### config.mk
export PLATFORM = sky130hd
export DESIGN_NAME = pcbt_top
export DESIGN_NICKNAME = d
export VERILOG_FILES = /design/src/pcbt_cull.v /design/src/pcbt_top.v
export VERILOG_INCLUDE_DIRS = /design/src /design/src/inc
export SDC_FILE = /design/constraint.sdc
export NUM_CORES = 1
export LEC_CHECK = 0
export BUFFER_PORTS_ARGS = -buffer_cell sky130_fd_sc_hd__buf_2
export CAP_MARGIN = 10
export CELL_PAD_IN_SITES_DETAIL_PLACEMENT = 1
export CELL_PAD_IN_SITES_GLOBAL_PLACEMENT = 1
export CORE_MARGIN = 8
export CORE_UTILIZATION = 46
export DETAILED_ROUTE_END_ITERATION = 8
export PLACE_DENSITY = 0.93
export RECOVER_POWER = 100
export REMOVE_ABC_BUFFERS = 1
export SYNTH_ARGS = -nofsm -noshare
export SYNTH_HDL_FRONTEND = slang
export SYNTH_SLANG_ARGS = --single-unit
### constraint.sdc
create_clock -name aclk -period 9.6 [get_ports aclk]
set_clock_uncertainty 0.15 [all_clocks]
set_input_delay 1.92 -clock aclk [delete_from_list [all_inputs] [get_ports aclk]]
set_output_delay 1.92 -clock aclk [all_outputs]
set_load 0.03 [all_outputs]
### src/inc/pcbt_regs.vh
// Purpose: Register map, field positions and reset values of the compare batch transfer block.
// Assumes: AXI4-Lite with 32-bit data, byte addresses, one aligned word per register.
// Notes: Compare registers are 16 bits wide and sit in the low half of their word.
`ifndef PCBT_REGS_VH
`define PCBT_REGS_VH

// ==========================================================================
// Register byte offsets
`define PCBT_OFF_PERIOD 8'h00
`define PCBT_OFF_DUTY1 8'h04
`define PCBT_OFF_DUTY2 8'h08
`define PCBT_OFF_DUTY3 8'h0C
`define PCBT_OFF_CULL 8'h10
`define PCBT_OFF_SLAVE0 8'h14
`define PCBT_OFF_SLAVE1 8'h18
`define PCBT_OFF_CTRL 8'h1C
`define PCBT_OFF_STATUS 8'h20
`define PCBT_OFF_PERIOD_BUF 8'h24

// ==========================================================================
// Field positions
`define PCBT_CULL_CNT_MSB 4
`define PCBT_CULL_VALLEY_EN 5
`define PCBT_CULL_CREST_EN 6
`define PCBT_CTRL_ANYTIME 0
`define PCBT_CTRL_CULL_EN 1
`define PCBT_CTRL_RUN 2
`define PCBT_STAT_PENDING 0
`define PCBT_STAT_DOWN 1

// ==========================================================================
// Reset values and constants
`define PCBT_RST_COMPARE 16'h0000
`define PCBT_RST_CULL 8'h00
`define PCBT_RST_CTRL 3'h0
`define PCBT_VALLEY_COUNT 16'h0001
`define PCBT_RESP_OKAY 2'h0
`define PCBT_RESP_SLVERR 2'h2

`endif

### src/pcbt_cull.v
// Purpose: Interrupt culling counter for crest and valley events.
// Assumes: Events are single-cycle pulses on the timer clock.
// Notes: Fire outputs are combinational so a transfer can happen in the event cycle.
`timescale 1ns/100ps

module pcbt_cull
#(
  parameter CNT_W = 5
)
(
  input wire aclk,
  input wire aresetn,
  input wire clear,
  input wire crest_ev,
  input wire valley_ev,
  input wire crest_irq_enable,
  input wire valley_irq_enable,
  input wire [CNT_W-1:0] cull_count_field,
  output wire crest_fire,
  output wire valley_fire
);

  reg [CNT_W-1:0] seen_reg;
  wire counted;
  wire hit;

  // ==========================================================================
  // Only enabled event kinds are counted; the (count+1)-th one fires, so zero fires every time.
  assign counted = (crest_ev & crest_irq_enable) | (valley_ev & valley_irq_enable);
  assign hit = counted & (seen_reg == cull_count_field);
  assign crest_fire = hit & crest_ev;
  assign valley_fire = hit & valley_ev;

  always @(posedge aclk)
  begin
    if (!aresetn || clear)
    begin
      seen_reg <= {CNT_W{1'b0}};
    end
    else if (hit)
    begin
      seen_reg <= {CNT_W{1'b0}};
    end
    else if (counted)
    begin
      seen_reg <= seen_reg + {{(CNT_W-1){1'b0}}, 1'b1};
    end
  end

endmodule

### src/pcbt_top.v
// Purpose: Double-buffer transfer of compare values into a master up/down timer and a slave timer.
// Assumes: Single clock aclk, synchronous active-low reset, AXI4-Lite register access.
// Notes: PWM output shaping, dead time and A/D trigger tuning live elsewhere.
//
// The AXI4-Lite interface to the registers and the placing of the registers were chosen for this implementation.
`timescale 1ns/100ps
`include "pcbt_regs.vh"

module pcbt_top
#(
  parameter ADDR_W = 8,
  parameter CMP_W = 16,
  parameter CULL_W = 5
)
(
  input wire aclk,
  input wire aresetn,
  input wire [ADDR_W-1:0] s_axi_awaddr,
  input wire s_axi_awvalid,
  output reg s_axi_awready,
  input wire [31:0] s_axi_wdata,
  input wire [3:0] s_axi_wstrb,
  input wire s_axi_wvalid,
  output reg s_axi_wready,
  output reg [1:0] s_axi_bresp,
  output reg s_axi_bvalid,
  input wire s_axi_bready,
  input wire [ADDR_W-1:0] s_axi_araddr,
  input wire s_axi_arvalid,
  output reg s_axi_arready,
  output reg [31:0] s_axi_rdata,
  output reg [1:0] s_axi_rresp,
  output reg s_axi_rvalid,
  input wire s_axi_rready,
  output reg [CMP_W-1:0] period_buf_reg,
  output reg [CMP_W-1:0] duty1_buf_reg,
  output reg [CMP_W-1:0] duty2_buf_reg,
  output reg [CMP_W-1:0] duty3_buf_reg,
  output reg [7:0] cull_buf_reg,
  output reg [CMP_W-1:0] slave0_buf_reg,
  output reg [CMP_W-1:0] slave1_buf_reg,
  output reg [CMP_W-1:0] master_count_reg,
  output reg count_down_reg,
  output reg [CMP_W-1:0] slave_count_reg,
  output reg crest_interrupt,
  output reg valley_interrupt,
  output reg transfer_pulse
);

  // ==========================================================================
  // Software-side registers
  reg [CMP_W-1:0] period_compare_reg;
  reg [CMP_W-1:0] phase1_duty_compare;
  reg [CMP_W-1:0] phase2_duty_compare;
  reg [CMP_W-1:0] phase3_duty_compare;
  reg [7:0] culling_option_reg;
  reg [CMP_W-1:0] slave_compare0;
  reg [CMP_W-1:0] slave_compare1;
  reg [2:0] ctrl_reg;
  reg pending_reg;
  reg pending_next;

  // ==========================================================================
  // AXI4-Lite slave state
  reg aw_full_reg;
  reg w_full_reg;
  reg [ADDR_W-1:0] aw_addr_reg;
  reg [31:0] w_data_reg;
  reg [3:0] w_strb_reg;
  wire aw_take;
  wire w_take;
  wire ar_take;
  wire do_write;
  wire aw_full_next;
  wire w_full_next;
  wire bvalid_next;
  wire rvalid_next;
  reg wr_known;
  reg [31:0] rd_word;
  reg rd_known;

  function [31:0] pcbt_merge;
    input [31:0] old_word;
    input [31:0] new_word;
    input [3:0] strb;
    integer i;
    begin
      pcbt_merge = old_word;
      for (i = 0; i < 4; i = i + 1)
      begin
        if (strb[i])
        begin
          pcbt_merge[i*8 +: 8] = new_word[i*8 +: 8];
        end
      end
    end
  endfunction

  assign aw_take = s_axi_awready & s_axi_awvalid;
  assign w_take = s_axi_wready & s_axi_wvalid;
  assign ar_take = s_axi_arready & s_axi_arvalid;
  assign do_write = aw_full_reg & w_full_reg & ~s_axi_bvalid;
  assign aw_full_next = do_write ? 1'b0 : (aw_take ? 1'b1 : aw_full_reg);
  assign w_full_next = do_write ? 1'b0 : (w_take ? 1'b1 : w_full_reg);
  assign bvalid_next = do_write ? 1'b1 : ((s_axi_bvalid & s_axi_bready) ? 1'b0 : s_axi_bvalid);
  assign rvalid_next = ar_take ? 1'b1 : ((s_axi_rvalid & s_axi_rready) ? 1'b0 : s_axi_rvalid);

  // ==========================================================================
  // Address decode for writes and reads
  wire sel_period = do_write && (aw_addr_reg == `PCBT_OFF_PERIOD);
  wire sel_duty1 = do_write && (aw_addr_reg == `PCBT_OFF_DUTY1);
  wire sel_duty2 = do_write && (aw_addr_reg == `PCBT_OFF_DUTY2);
  wire sel_duty3 = do_write && (aw_addr_reg == `PCBT_OFF_DUTY3);
  wire sel_cull = do_write && (aw_addr_reg == `PCBT_OFF_CULL);
  wire sel_slave0 = do_write && (aw_addr_reg == `PCBT_OFF_SLAVE0);
  wire sel_slave1 = do_write && (aw_addr_reg == `PCBT_OFF_SLAVE1);
  wire sel_ctrl = do_write && (aw_addr_reg == `PCBT_OFF_CTRL);

  wire [31:0] wr_period = pcbt_merge({16'h0000, period_compare_reg}, w_data_reg, w_strb_reg);
  wire [31:0] wr_duty1 = pcbt_merge({16'h0000, phase1_duty_compare}, w_data_reg, w_strb_reg);
  wire [31:0] wr_duty2 = pcbt_merge({16'h0000, phase2_duty_compare}, w_data_reg, w_strb_reg);
  wire [31:0] wr_duty3 = pcbt_merge({16'h0000, phase3_duty_compare}, w_data_reg, w_strb_reg);
  wire [31:0] wr_cull = pcbt_merge({24'h000000, culling_option_reg}, w_data_reg, w_strb_reg);
  wire [31:0] wr_slave0 = pcbt_merge({16'h0000, slave_compare0}, w_data_reg, w_strb_reg);
  wire [31:0] wr_slave1 = pcbt_merge({16'h0000, slave_compare1}, w_data_reg, w_strb_reg);
  wire [31:0] wr_ctrl = pcbt_merge({29'h00000000, ctrl_reg}, w_data_reg, w_strb_reg);

  always @*
  begin
    wr_known = 1'b1;
    if (aw_addr_reg == `PCBT_OFF_STATUS || aw_addr_reg == `PCBT_OFF_PERIOD_BUF)
    begin
      wr_known = 1'b1;
    end
    else if (aw_addr_reg > `PCBT_OFF_CTRL || aw_addr_reg[1:0] != 2'h0)
    begin
      wr_known = 1'b0;
    end
  end

  always @*
  begin
    rd_word = 32'h00000000;
    rd_known = 1'b1;
    if (s_axi_araddr == `PCBT_OFF_PERIOD)
      rd_word = {16'h0000, period_compare_reg};
    else if (s_axi_araddr == `PCBT_OFF_DUTY1)
      rd_word = {16'h0000, phase1_duty_compare};
    else if (s_axi_araddr == `PCBT_OFF_DUTY2)
      rd_word = {16'h0000, phase2_duty_compare};
    else if (s_axi_araddr == `PCBT_OFF_DUTY3)
      rd_word = {16'h0000, phase3_duty_compare};
    else if (s_axi_araddr == `PCBT_OFF_CULL)
      rd_word = {24'h000000, culling_option_reg};
    else if (s_axi_araddr == `PCBT_OFF_SLAVE0)
      rd_word = {16'h0000, slave_compare0};
    else if (s_axi_araddr == `PCBT_OFF_SLAVE1)
      rd_word = {16'h0000, slave_compare1};
    else if (s_axi_araddr == `PCBT_OFF_CTRL)
      rd_word = {29'h00000000, ctrl_reg};
    else if (s_axi_araddr == `PCBT_OFF_STATUS)
      rd_word = {master_count_reg, 14'h0000, count_down_reg, pending_reg};
    else if (s_axi_araddr == `PCBT_OFF_PERIOD_BUF)
      rd_word = {16'h0000, period_buf_reg};
    else
      rd_known = 1'b0;
  end

  // ==========================================================================
  // Bus handshakes; ready drops while a word is held or an answer waits.
  always @(posedge aclk)
  begin
    if (!aresetn)
    begin
      aw_full_reg <= 1'b0;
      w_full_reg <= 1'b0;
      aw_addr_reg <= {ADDR_W{1'b0}};
      w_data_reg <= 32'h00000000;
      w_strb_reg <= 4'h0;
      s_axi_awready <= 1'b0;
      s_axi_wready <= 1'b0;
      s_axi_bvalid <= 1'b0;
      s_axi_bresp <= `PCBT_RESP_OKAY;
      s_axi_arready <= 1'b0;
      s_axi_rvalid <= 1'b0;
      s_axi_rdata <= 32'h00000000;
      s_axi_rresp <= `PCBT_RESP_OKAY;
    end
    else
    begin
      aw_full_reg <= aw_full_next;
      w_full_reg <= w_full_next;
      s_axi_awready <= ~aw_full_next & ~bvalid_next;
      s_axi_wready <= ~w_full_next & ~bvalid_next;
      s_axi_bvalid <= bvalid_next;
      s_axi_arready <= ~rvalid_next;
      s_axi_rvalid <= rvalid_next;
      if (aw_take)
        aw_addr_reg <= s_axi_awaddr;
      if (w_take)
      begin
        w_data_reg <= s_axi_wdata;
        w_strb_reg <= s_axi_wstrb;
      end
      if (do_write)
        s_axi_bresp <= wr_known ? `PCBT_RESP_OKAY : `PCBT_RESP_SLVERR;
      if (ar_take)
      begin
        s_axi_rdata <= rd_word;
        s_axi_rresp <= rd_known ? `PCBT_RESP_OKAY : `PCBT_RESP_SLVERR;
      end
    end
  end

  // ==========================================================================
  // Mode selection and transfer points
  wire anytime_rewrite_select = ctrl_reg[`PCBT_CTRL_ANYTIME];
  wire transfer_cull_enable = ctrl_reg[`PCBT_CTRL_CULL_EN];
  wire timer_run = ctrl_reg[`PCBT_CTRL_RUN];
  wire intermittent_mode = ~anytime_rewrite_select & transfer_cull_enable;
  wire crest_ev = timer_run & ~count_down_reg & (master_count_reg == period_buf_reg);
  wire valley_ev = timer_run & count_down_reg & (master_count_reg == `PCBT_VALLEY_COUNT);
  wire crest_fire;
  wire valley_fire;
  wire cull_clear = sel_cull & anytime_rewrite_select;
  // Plain batch takes every crest and valley; intermittent only the culled interrupts.
  wire point = intermittent_mode ? (crest_fire | valley_fire) : (crest_ev | valley_ev);
  wire xfer = pending_reg & point & ~anytime_rewrite_select;
  wire xfer_at_crest = xfer & crest_ev;
  wire [CMP_W-1:0] next_period = xfer_at_crest ? period_compare_reg : period_buf_reg;

  pcbt_cull #(.CNT_W(CULL_W)) pcbt_cull_inst
  (
    .aclk(aclk),
    .aresetn(aresetn),
    .clear(cull_clear),
    .crest_ev(crest_ev),
    .valley_ev(valley_ev),
    .crest_irq_enable(cull_buf_reg[`PCBT_CULL_CREST_EN]),
    .valley_irq_enable(cull_buf_reg[`PCBT_CULL_VALLEY_EN]),
    .cull_count_field(cull_buf_reg[`PCBT_CULL_CNT_MSB:0]),
    .crest_fire(crest_fire),
    .valley_fire(valley_fire)
  );

  // A new arming write wins over a transfer or select clear in the same cycle.
  always @*
  begin
    pending_next = pending_reg;
    if (sel_duty1 && !anytime_rewrite_select)
      pending_next = 1'b1;
    else if (xfer || (sel_ctrl && wr_ctrl[`PCBT_CTRL_ANYTIME]))
      pending_next = 1'b0;
  end

  // ==========================================================================
  // Software registers, request flag and buffers
  always @(posedge aclk)
  begin
    if (!aresetn)
    begin
      period_compare_reg <= `PCBT_RST_COMPARE;
      phase1_duty_compare <= `PCBT_RST_COMPARE;
      phase2_duty_compare <= `PCBT_RST_COMPARE;
      phase3_duty_compare <= `PCBT_RST_COMPARE;
      culling_option_reg <= `PCBT_RST_CULL;
      slave_compare0 <= `PCBT_RST_COMPARE;
      slave_compare1 <= `PCBT_RST_COMPARE;
      ctrl_reg <= `PCBT_RST_CTRL;
      pending_reg <= 1'b0;
      period_buf_reg <= `PCBT_RST_COMPARE;
      duty1_buf_reg <= `PCBT_RST_COMPARE;
      duty2_buf_reg <= `PCBT_RST_COMPARE;
      duty3_buf_reg <= `PCBT_RST_COMPARE;
      cull_buf_reg <= `PCBT_RST_CULL;
      slave0_buf_reg <= `PCBT_RST_COMPARE;
      slave1_buf_reg <= `PCBT_RST_COMPARE;
      transfer_pulse <= 1'b0;
    end
    else
    begin
      if (sel_period) period_compare_reg <= wr_period[CMP_W-1:0];
      if (sel_duty1) phase1_duty_compare <= wr_duty1[CMP_W-1:0];
      if (sel_duty2) phase2_duty_compare <= wr_duty2[CMP_W-1:0];
      if (sel_duty3) phase3_duty_compare <= wr_duty3[CMP_W-1:0];
      if (sel_cull) culling_option_reg <= wr_cull[7:0];
      if (sel_slave0) slave_compare0 <= wr_slave0[CMP_W-1:0];
      if (sel_slave1) slave_compare1 <= wr_slave1[CMP_W-1:0];
      if (sel_ctrl) ctrl_reg <= wr_ctrl[2:0];
      pending_reg <= pending_next;
      transfer_pulse <= xfer;
      if (xfer)
      begin
        // All seven values move together; the buffers see the pre-write values.
        period_buf_reg <= period_compare_reg;
        duty1_buf_reg <= phase1_duty_compare;
        duty2_buf_reg <= phase2_duty_compare;
        duty3_buf_reg <= phase3_duty_compare;
        cull_buf_reg <= culling_option_reg;
        slave0_buf_reg <= slave_compare0;
        slave1_buf_reg <= slave_compare1;
      end
      else if (anytime_rewrite_select)
      begin
        if (sel_period) period_buf_reg <= wr_period[CMP_W-1:0];
        if (sel_duty1) duty1_buf_reg <= wr_duty1[CMP_W-1:0];
        if (sel_duty2) duty2_buf_reg <= wr_duty2[CMP_W-1:0];
        if (sel_duty3) duty3_buf_reg <= wr_duty3[CMP_W-1:0];
        if (sel_cull) cull_buf_reg <= wr_cull[7:0];
        if (sel_slave0) slave0_buf_reg <= wr_slave0[CMP_W-1:0];
        if (sel_slave1) slave1_buf_reg <= wr_slave1[CMP_W-1:0];
      end
    end
  end

  // ==========================================================================
  // Master up/down counter, slave up counter and interrupts
  always @(posedge aclk)
  begin
    if (!aresetn || !timer_run)
    begin
      master_count_reg <= {CMP_W{1'b0}};
      count_down_reg <= 1'b0;
      slave_count_reg <= {CMP_W{1'b0}};
      crest_interrupt <= 1'b0;
      valley_interrupt <= 1'b0;
    end
    else
    begin
      crest_interrupt <= crest_fire;
      valley_interrupt <= valley_fire;
      if (crest_ev)
      begin
        // The reload keeps the down slope right even when the period just changed.
        master_count_reg <= next_period + {{(CMP_W-1){1'b0}}, 1'b1};
        count_down_reg <= 1'b1;
      end
      else if (valley_ev)
      begin
        master_count_reg <= {CMP_W{1'b0}};
        count_down_reg <= 1'b0;
      end
      else if (count_down_reg)
        master_count_reg <= master_count_reg - {{(CMP_W-1){1'b0}}, 1'b1};
      else
        master_count_reg <= master_count_reg + {{(CMP_W-1){1'b0}}, 1'b1};
      if (slave_count_reg >= period_buf_reg)
        slave_count_reg <= {CMP_W{1'b0}};
      else
        slave_count_reg <= slave_count_reg + {{(CMP_W-1){1'b0}}, 1'b1};
    end
  end

endmodule

---- After elaboration in Yosys (flattened, before gate mapping) ----
Index checks and enable logic that the tools add are counted.
storage, ports and cells
  register bits after elaboration ......... 322
  output and inout port bits .............. 181
  word-level logic and storage cells ...... 215
operators by class
  $add $sub $neg .......................... 5
  $lt $le $gt $ge ......................... 2
  equal/unequal tests ..................... 21
  multiplexer cells ....................... 76
  bitwise gates (word level) .............. 33
  reductions and logical operators ........ 41
operators by type and width
  kind                   count
  $mux 16                23
  $mux 32                9
  $mux 8                 16
  $eq 8x5->1 const B     8
  $add 16x1->16 const B  3
  $eq 8x4->1 const B     4
  $eq 8x6->1 const B     4
  $mux 1                 26
  $and 1x1->1            23
  $reduce_bool 2->1      11
  $eq 16x1->1 const B    1
  $eq 16x16->1           1
  $eq 8x3->1 const B     2
  $ge 16x16->1           1
  $logic_not 8->1        2
  $reduce_and 2->1       8
  $sub 16x1->16 const B  1
  $logic_and 1x1->1      10
  $gt 8x5->1 const B     1
  $not 1->1              7
  $add 5x1->5 const B    1
  $eq 5x5->1             1
  $logic_or 1x1->1       5
  $mux 2                 2
  3 further kinds        8

---- Logic depth before layout (Yosys ltp) ----
Gate-level depths: netlist of the first run.
  depth in word-level cells ............... 15
  mapped depth ............................ 18
  depth with buffers taken out ............ 16

---- Modules after synthesis ----
A second synthesis of the first run with hierarchy kept.
second synthesis, totals
  cell total of the unflattened synthesis .. 1775
  area, all modules ....................... 15591.2 um2
modules (own cells, without submodules)
  module     instances  cells an instance  area each (um2)
  pcbt_top   1          1742               15275.9
  pcbt_cull  1          33                 315.3

---- Least setup slack after synthesis of the first run ----
No wires, ideal clock.
  path kind ............................... in2reg
  start point ............................. input port s_axi_araddr[1]
  end point ............................... register s_axi_rdata[6]
  library setup time ...................... 0.070 ns
  data arrival time ....................... 3.878 ns
  setup slack ............................. 5.502 ns
  stages on the path ...................... 8
  path through ............................ or4_1 > or2_1 > buf_2 > nor3b_4 > buf_4 > a32oi_1 > a221o_1 > a21oi_1
between the ends
  cells in the longest elaborated chain, start to end .. 11
  elaborated cells between the ends (all ways) .. 20
  classes of those cells .................. 9 x eq/ne; 10 x mux; 1 x reduce/logical
ends and longest elaborated chain
  what                  RTL line        source
  from (decl)           pcbt_top.v:28   input wire [ADDR_W-1:0] s_axi_araddr,
  $eq 8x6->1 (no line)  -
  $mux 16               pcbt_top.v:163  else if (s_axi_araddr == `PCBT_OFF_PERIOD_BUF)
  $mux 32               pcbt_top.v:161  else if (s_axi_araddr == `PCBT_OFF_STATUS)
  $mux 32               pcbt_top.v:159  else if (s_axi_araddr == `PCBT_OFF_CTRL)
  $mux 32               pcbt_top.v:157  else if (s_axi_araddr == `PCBT_OFF_SLAVE1)
  $mux 32               pcbt_top.v:155  else if (s_axi_araddr == `PCBT_OFF_SLAVE0)
  $mux 32               pcbt_top.v:153  else if (s_axi_araddr == `PCBT_OFF_CULL)
  $mux 32               pcbt_top.v:151  else if (s_axi_araddr == `PCBT_OFF_DUTY3)
  $mux 32               pcbt_top.v:149  else if (s_axi_araddr == `PCBT_OFF_DUTY2)
  $mux 32               pcbt_top.v:147  else if (s_axi_araddr == `PCBT_OFF_DUTY1)
  $mux 32 (*)           pcbt_top.v:145  if (s_axi_araddr == `PCBT_OFF_PERIOD)
  to (signal assigned)  pcbt_top.v:209  s_axi_rdata <= rd_word;
  to (decl)             pcbt_top.v:31   output reg [31:0] s_axi_rdata,
Mark *: on every way between the ends. The rest lies on a longest branch, timed or not.
A chain may end at the register's enable or synchronous reset.

---- Final worst setup path of the first run ----
  start point ............................. input port aresetn
  end point ............................... register master_count_reg[6]
between the ends
  cells in the longest elaborated chain, start to end .. 2
ends and longest elaborated chain
  what                  RTL line        source
  from (decl)           pcbt_top.v:17   input wire aresetn,
  $logic_not 1->1       pcbt_top.v:320  if (!aresetn || !timer_run)
  $logic_or 1x1->1      pcbt_top.v:320
  to (signal assigned)  pcbt_top.v:322  master_count_reg <= {CMP_W{1'b0}};
  to (signal assigned)  pcbt_top.v:335  master_count_reg <= next_period + {{(CMP_W-1){1'b0}}, 1'b1};
  to (signal assigned)  pcbt_top.v:340  master_count_reg <= {CMP_W{1'b0}};
  to (decl)             pcbt_top.v:42   output reg [CMP_W-1:0] master_count_reg,
Every way passes these cells.

==> out/metrics.yaml, run 1 <==
design.core.area_mm2: 0.0333
grt_pass1_vias: 15967
slew_viol_final: 100
fin_nets: 2051
min_path_type: "flop to flop"
violations: "max-capacitance violations, max-slew violations"
yosysWarnings: 0
p_leak_nw: 5.79
grt_overflow: 0
drt-initial-drc-count: 1390
setup_viol: 0
p_per_area_mw_per_mm2: 163
dp_worst_setup_slack_ns: 4.55
antenna_left: 0
required_ns: 9.87
grt_pass1_wl_mm: 91.3
synth_compound_area_share_pct: 24.1
vias: 15436
cts_resized: 0
root_buffer: "clkbuf_16"
place.gp.congestion: 0.944
status: "finished with violations"
post_cts_buffers: 0
grt_max_degree: 105
insertion_delay_ns: 0.53
path_common_cell: "nand2_1"
crit_chain: "clkbuf_1 > buf_4 > nand2_1 > nor2b_1 > nand2_1 > o31ai_1"
crit_path_start_kind: "primary input"
fin_crit_ns: 6.87
row_count: 67
max_freq_mhz: 146
synth_seq_area_share_pct: 41.6
syn_to_final_growth_pct: 12.4
crit_type: "primary input to flop"
period_share_pct: 71.5
crit_slowest_cell: "clkbuf_1"
synthArstFlopShare_pct: 0
port_buffers: 219
die_w_um: 199
clk_pin_slew_ns: 0.06
peakVddDrop_uv: 114
drive_gt1_share_pct: 9.13
first_pass_iters: 6
hold_viol_final: 0
fin_ws_ns: 2.73
final_area_mm2: 0.0173
cts_buffers: 36
instances_no_fill: 2441
synthXorXnorAreaFrac_pct: 4.32
synth_flop_cell: "dfxtp_1"
relSlewSlack_pct: -161
grt_use_total_pct: 29.0
crit_fanout: 82
dieHeight_um: 199
wl_per_cell_um: 24.4
routed_via_density: 6.32
cts_hold_buf: 0
largest-register: "s_axi_rdata"
synth_edf_count: 0
cts_tree: "yes"
utilization_pct: 52.0
fin_tns_setup_ns: 0
holdWs_ns: 0.322
drc: 0
end_kind: "flop"
avgSynthCellArea_um2: 8.26
antenna_found_initial: 2
io_pins: 240
initial_core_util_pct: 46.3
max_stage_delay_ns: 2.70
htree_num_levels: 2
cap_viol_max_count: 2
muxShareOfSynthArea_pct: 1.93
cts_sinks: 320
synth-seq-cells: 320
rsz0062_at_grt: "false"
synth.distinct_cells: 75
antenna_cells: 0
clockBufferDepth: 3
placed_cells: 2380
synthSimpleGateAreaFrac_pct: 20.8
syn_inst: 1865
hpwlAfterDp_mm: 40.8
arrival_ns: 7.14
synth-adder-area-share_pct: 1.79
largest_reg_flops: 32
synth_top_family_by_area: "compound AO/OA/AOI/OAI gates"
max_slew.worst_pin.slew_ns: 3.92
synthesis.area_mm2: 0.0154
dieArea_mm2: 0.0396
fin_total_pwr_mw: 2.81
wl_mm: 59.5
placed_cell_area_mm2: 0.0164
cells in the mapped netlist (3+ instances only):
cell | instances | area (µm²)
dfxtp_1 | 320 | 6410
nand2_1 | 310 | 1160
a21oi_1 | 163 | 816
nand3_1 | 140 | 701
o21ai_0 | 129 | 646
nor2_1 | 121 | 454
clkbuf_1 | 117 | 439
o221a_1 | 60 | 676
xnor2_1 | 54 | 473
o221a_2 | 44 | 495
a22oi_1 | 27 | 203
inv_1 | 26 | 97.6
mux2i_1 | 24 | 240
ha_1 | 22 | 275
xor2_1 | 22 | 193
buf_2 | 21 | 105
a221oi_1 | 20 | 175
nor2b_1 | 20 | 125
nor3_1 | 19 | 95.1
nand4_1 | 16 | 100
buf_1 | 14 | 52.6
and3_1 | 13 | 81.3
a31oi_1 | 11 | 68.8
o31ai_1 | 9 | 67.6
a21oi_2 | 8 | 70.1
nand2b_1 | 8 | 50.1
nand3b_1 | 8 | 60.1
a32oi_1 | 7 | 61.3
buf_4 | 7 | 52.6
buf_6 | 7 | 78.8
or3_1 | 7 | 43.8
a21o_1 | 6 | 45.0
a221o_1 | 6 | 60.1
o22ai_1 | 6 | 37.5
mux2_2 | 5 | 56.3
nor4_1 | 5 | 31.3
a222oi_1 | 4 | 40.0
and2_1 | 4 | 25.0
or2_2 | 4 | 25.0
and3b_1 | 3 | 26.3
and4_1 | 3 | 26.3
final cells by class:
type / instances / area (µm²)
sequential: 320 / 6410
timing repair buffer: 233 / 976
clock inverter: 7 / 68.8
inverter: 27 / 104
multi-input combinational: 1352 / 8150
tap: 448 / 561
fill: 4137 / 16000
clock buffer: 54 / 1040
layer usage:
layer	wire length [µm]	share of wire, %	GRT usage (%)	vias to the layer above
met2	28000	47	48.6	765
met3	5770	9.7	6.90	171
li1	-	-	-	6890
met5	12	0.020	0	-
met1	23300	39	35.1	7608
met4	2360	4.0	12.5	2
critical path, delay by kind of cell:
kind | cells | cell delay, ns
buffers and inverters | 2 | 3.52
and+or+nand+nor | 3 | 1.51
AOI/OAI and AO/OA | 1 | 0.12
cell usage in the layout (no fill, tap or decap), types with 5 or more instances in the layout:
cell       instances
a32oi_1            7
a21oi_2            8
o221a_2           44
o21ai_0          129
a221oi_1          20
a21o_1             6
a31oi_1           11
a221o_1            6
and3_1            13
nor3_1            18
nor4_1             5
nand3b_1           8
buf_2             39
o31ai_1            9
or3_1              7
o221a_1           60
mux2i_1           24
nand2_1          310
inv_1             26
dfxtp_1          318
buf_4             14
mux2_2             5
nand2b_1           8
nor2b_1           20
nand4_1           16
xor2_1            22
clkbuf_16         37
nand3_1          140
a22oi_1           27
clkbuf_8           5
a21oi_1          163
xnor2_1           54
clkbuf_1         192
o22ai_1            6
ha_1              22
nor2_1           120
path summary, 6_finish.rpt:
check                               startpoint                    to  slack [ns]  cells after the start
worst max-delay path                   aresetn   master_count_reg[6]        2.73                      6
worst min-delay path            s_axi_rdata[7]        s_axi_rdata[7]        0.32                      2
worst max register to register  count_down_reg  master_count_reg[12]        4.75                     13
worst min register to register  s_axi_rdata[7]        s_axi_rdata[7]        0.32                      2
where the power goes:
part	internal [mW]	switching, mW
registers	1.34	0.0232
logic	0.0265	0.0862
clock network	0.774	0.564
logic make-up after synthesis:
family                     after synthesis
muxes                                   29
xor gates and xnor gates                76
and+or+nand+nor                        699
other                                    1
adders and majority gates               22
DFF                                    320
AOI/OAI and AO/OA                      524
buffers and inverters                  194
(Power assumes the default switching activity.)
==> run 2: changes to the inputs <==
CORE_UTILIZATION = 43   (was 46)
PLACE_DENSITY = 0.88   (was 0.93)
clock period = 7.1 ns   (was 9.6 ns; I/O delays follow)
==> run 2 against run 1 <==
The flow still finishes with violations (max-capacitance violations, max-slew violations); first-iteration DRC count increased by 5.8%; power grew 37%; sequential power up 35%; design area rose by 0.43%; clock power up 40%; sequential share of layout area decreased by 0.16 points; via count down 0.95%; worst hold slack lost 0.00062 ns; core utilization decreased by 2.9 points; worst setup slack got worse by 1.0 ns; non-clock buffer count is 4 higher; count of clock-buffer cells in the layout up 1; critical endpoint is now period_compare_reg[7].
==> out/metrics.yaml, run 2 (synthesis gave the netlist of run 1 again) <==
cts_buffers: 36
htree_num_levels: 2
clk_pin_slew_ns: 0.06
period_share_pct: 76.3
antenna_cells: 0
r2r_cells: 8
cts_resized: 0
place.gp.congestion: 0.923
fin_nets: 2055
max_freq_mhz: 185
grt_overflow: 0
crit_type: "primary input to flop"
setup_viol: 0
slew_viol_final: 248
required_ns: 7.35
insertion_delay_ns: 0.53
hpwlAfterDp_mm: 40.8
p_leak_nw: 5.85
final_area_mm2: 0.0174
grt_use_total_pct: 26.9
path_buf_inv: 3
drc: 0
largest-register: "s_axi_rdata"
layout_common_cells: "318 x dfxtp_1, 310 x nand2_1, 191 x clkbuf_1, 163 x a21oi_1, 140 x nand3_1"
die_w_um: 205
max_stage_delay_ns: 1.61
dieArea_mm2: 0.0421
arrival_ns: 5.66
grt_pass1_wl_mm: 90.7
row_count: 69
cts_hold_buf: 0
peakVddDrop_uv: 158
antenna_found_initial: 1
r2r_end: "slave1_buf_reg[3]"
placed_cell_area_mm2: 0.0165
io_pins: 240
antenna_left: 0
holdWs_ns: 0.322
crit_chain: "clkbuf_1 > inv_4 > clkbuf_2 > a21oi_1"
cp_top_family: "buffers and inverters"
first_pass_iters: 6
largest_reg_flops: 32
vias: 15289
placed_cells: 2397
end_kind: "flop"
instances_no_fill: 2462
crit_path_start_kind: "primary input"
layout_commonest_cell: "dfxtp_1"
cts_tree: "yes"
cap_viol_max_count: 4
reg2reg_from: "count_down_reg"
clockBufferDepth: 3
drive_gt1_share_pct: 9.45
port_buffers: 219
hold_viol_final: 0
cp-startpoint: "aresetn"
root_buffer: "clkbuf_16"
routed_via_density: 6.21
cp.depth: 4
dieHeight_um: 205
status: "finished with violations"
grt_pass1_vias: 15872
utilization_pct: 49.1
crit_slowest_cell: "clkbuf_1"
min_path_type: "flop to flop"
fin_tns_setup_ns: 0
syn_to_final_growth_pct: 12.9
ff2ff_setup_slack_ns: 1.88
fin_crit_ns: 5.41
crit_end: "period_compare_reg[7]"
rsz0062_at_grt: "false"
initial_core_util_pct: 43.5
relSlewSlack_pct: -54.1
drt-initial-drc-count: 1470
cts_sinks: 320
p_per_area_mw_per_mm2: 222
grt_max_degree: 91
violations: "max-capacitance violations, max-slew violations"
wl_mm: 58.9
post_cts_buffers: 0
crit_fanout: 90
wl_per_cell_um: 23.9
design.core.area_mm2: 0.0354
max_slew.worst_pin.slew_ns: 2.31
==> run 2: changes by cell type in the layout (fill, tap and decap cells not counted), sizes merged <==
cell,previous run,this run
clkinvlp,2,1
clkbuf,234,239
inv,27,29
clkinv,4,6
==> run 2: layout make-up <==
type	instances	area (µm²)
fillers	4344	18000
repair buffers	237	993
inverters	27	104
clock inverters	10	85.1
multi-input cells	1352	8130
well taps	461	577
clock buffers	55	1080
flip-flops and latches	320	6410
==> run 2: tightest hold or removal path, cell delays in order (launching register included) <==
cell and delay, ns:
dfxtp_1 0.31, nand2_1 0.06, a21oi_1 0.06
==> run 2: metal layers <==
layer  vias to the layer above  part of all wire, %  track usage [%]
li1                       6906                    -                -
met1                      7522                   41             33.0
met2                       674                   46             44.1
met3                       187                  8.7             6.33
met4                         0                  4.5             12.8
met5                         -                    0                0
==> run 2: metrics by stage <==
stage	power [mW]	setup WS, ns
3_3_place_gp	2.02	2.62
5_1_grt	3.96	1.39
6_report	3.86	1.69
3_5_place_dp	2.03	2.51
2_1_floorplan	1.94	2.51
4_1_cts	3.87	2.54
==> run 2: power by group <==
group / internal (mW) / leakage [nW] / switching (mW)
registers: 1.81 / 2.58 / 0.0303
clock network: 1.09 / 0.578 / 0.774
logic: 0.0355 / 2.69 / 0.117
total: 2.94 / 5.85 / 0.921
==> run 2: worst min-delay path by stage <==
stage / slack (ns) / startpoint / to / depth (start not counted)
5_1_grt: 0.35 / slave_compare1[14] / slave_compare1[14] / 2
6_report: 0.32 / s_axi_rdata[6] / s_axi_rdata[6] / 2
2_1_floorplan: 0.28 / aw_full_reg / s_axi_awready / 1
3_5_place_dp: 0.31 / s_axi_rdata[6] / s_axi_rdata[6] / 2
4_1_cts: 0.32 / s_axi_rdata[6] / s_axi_rdata[6] / 2
3_3_place_gp: 0.30 / s_axi_rdata[6] / s_axi_rdata[6] / 2
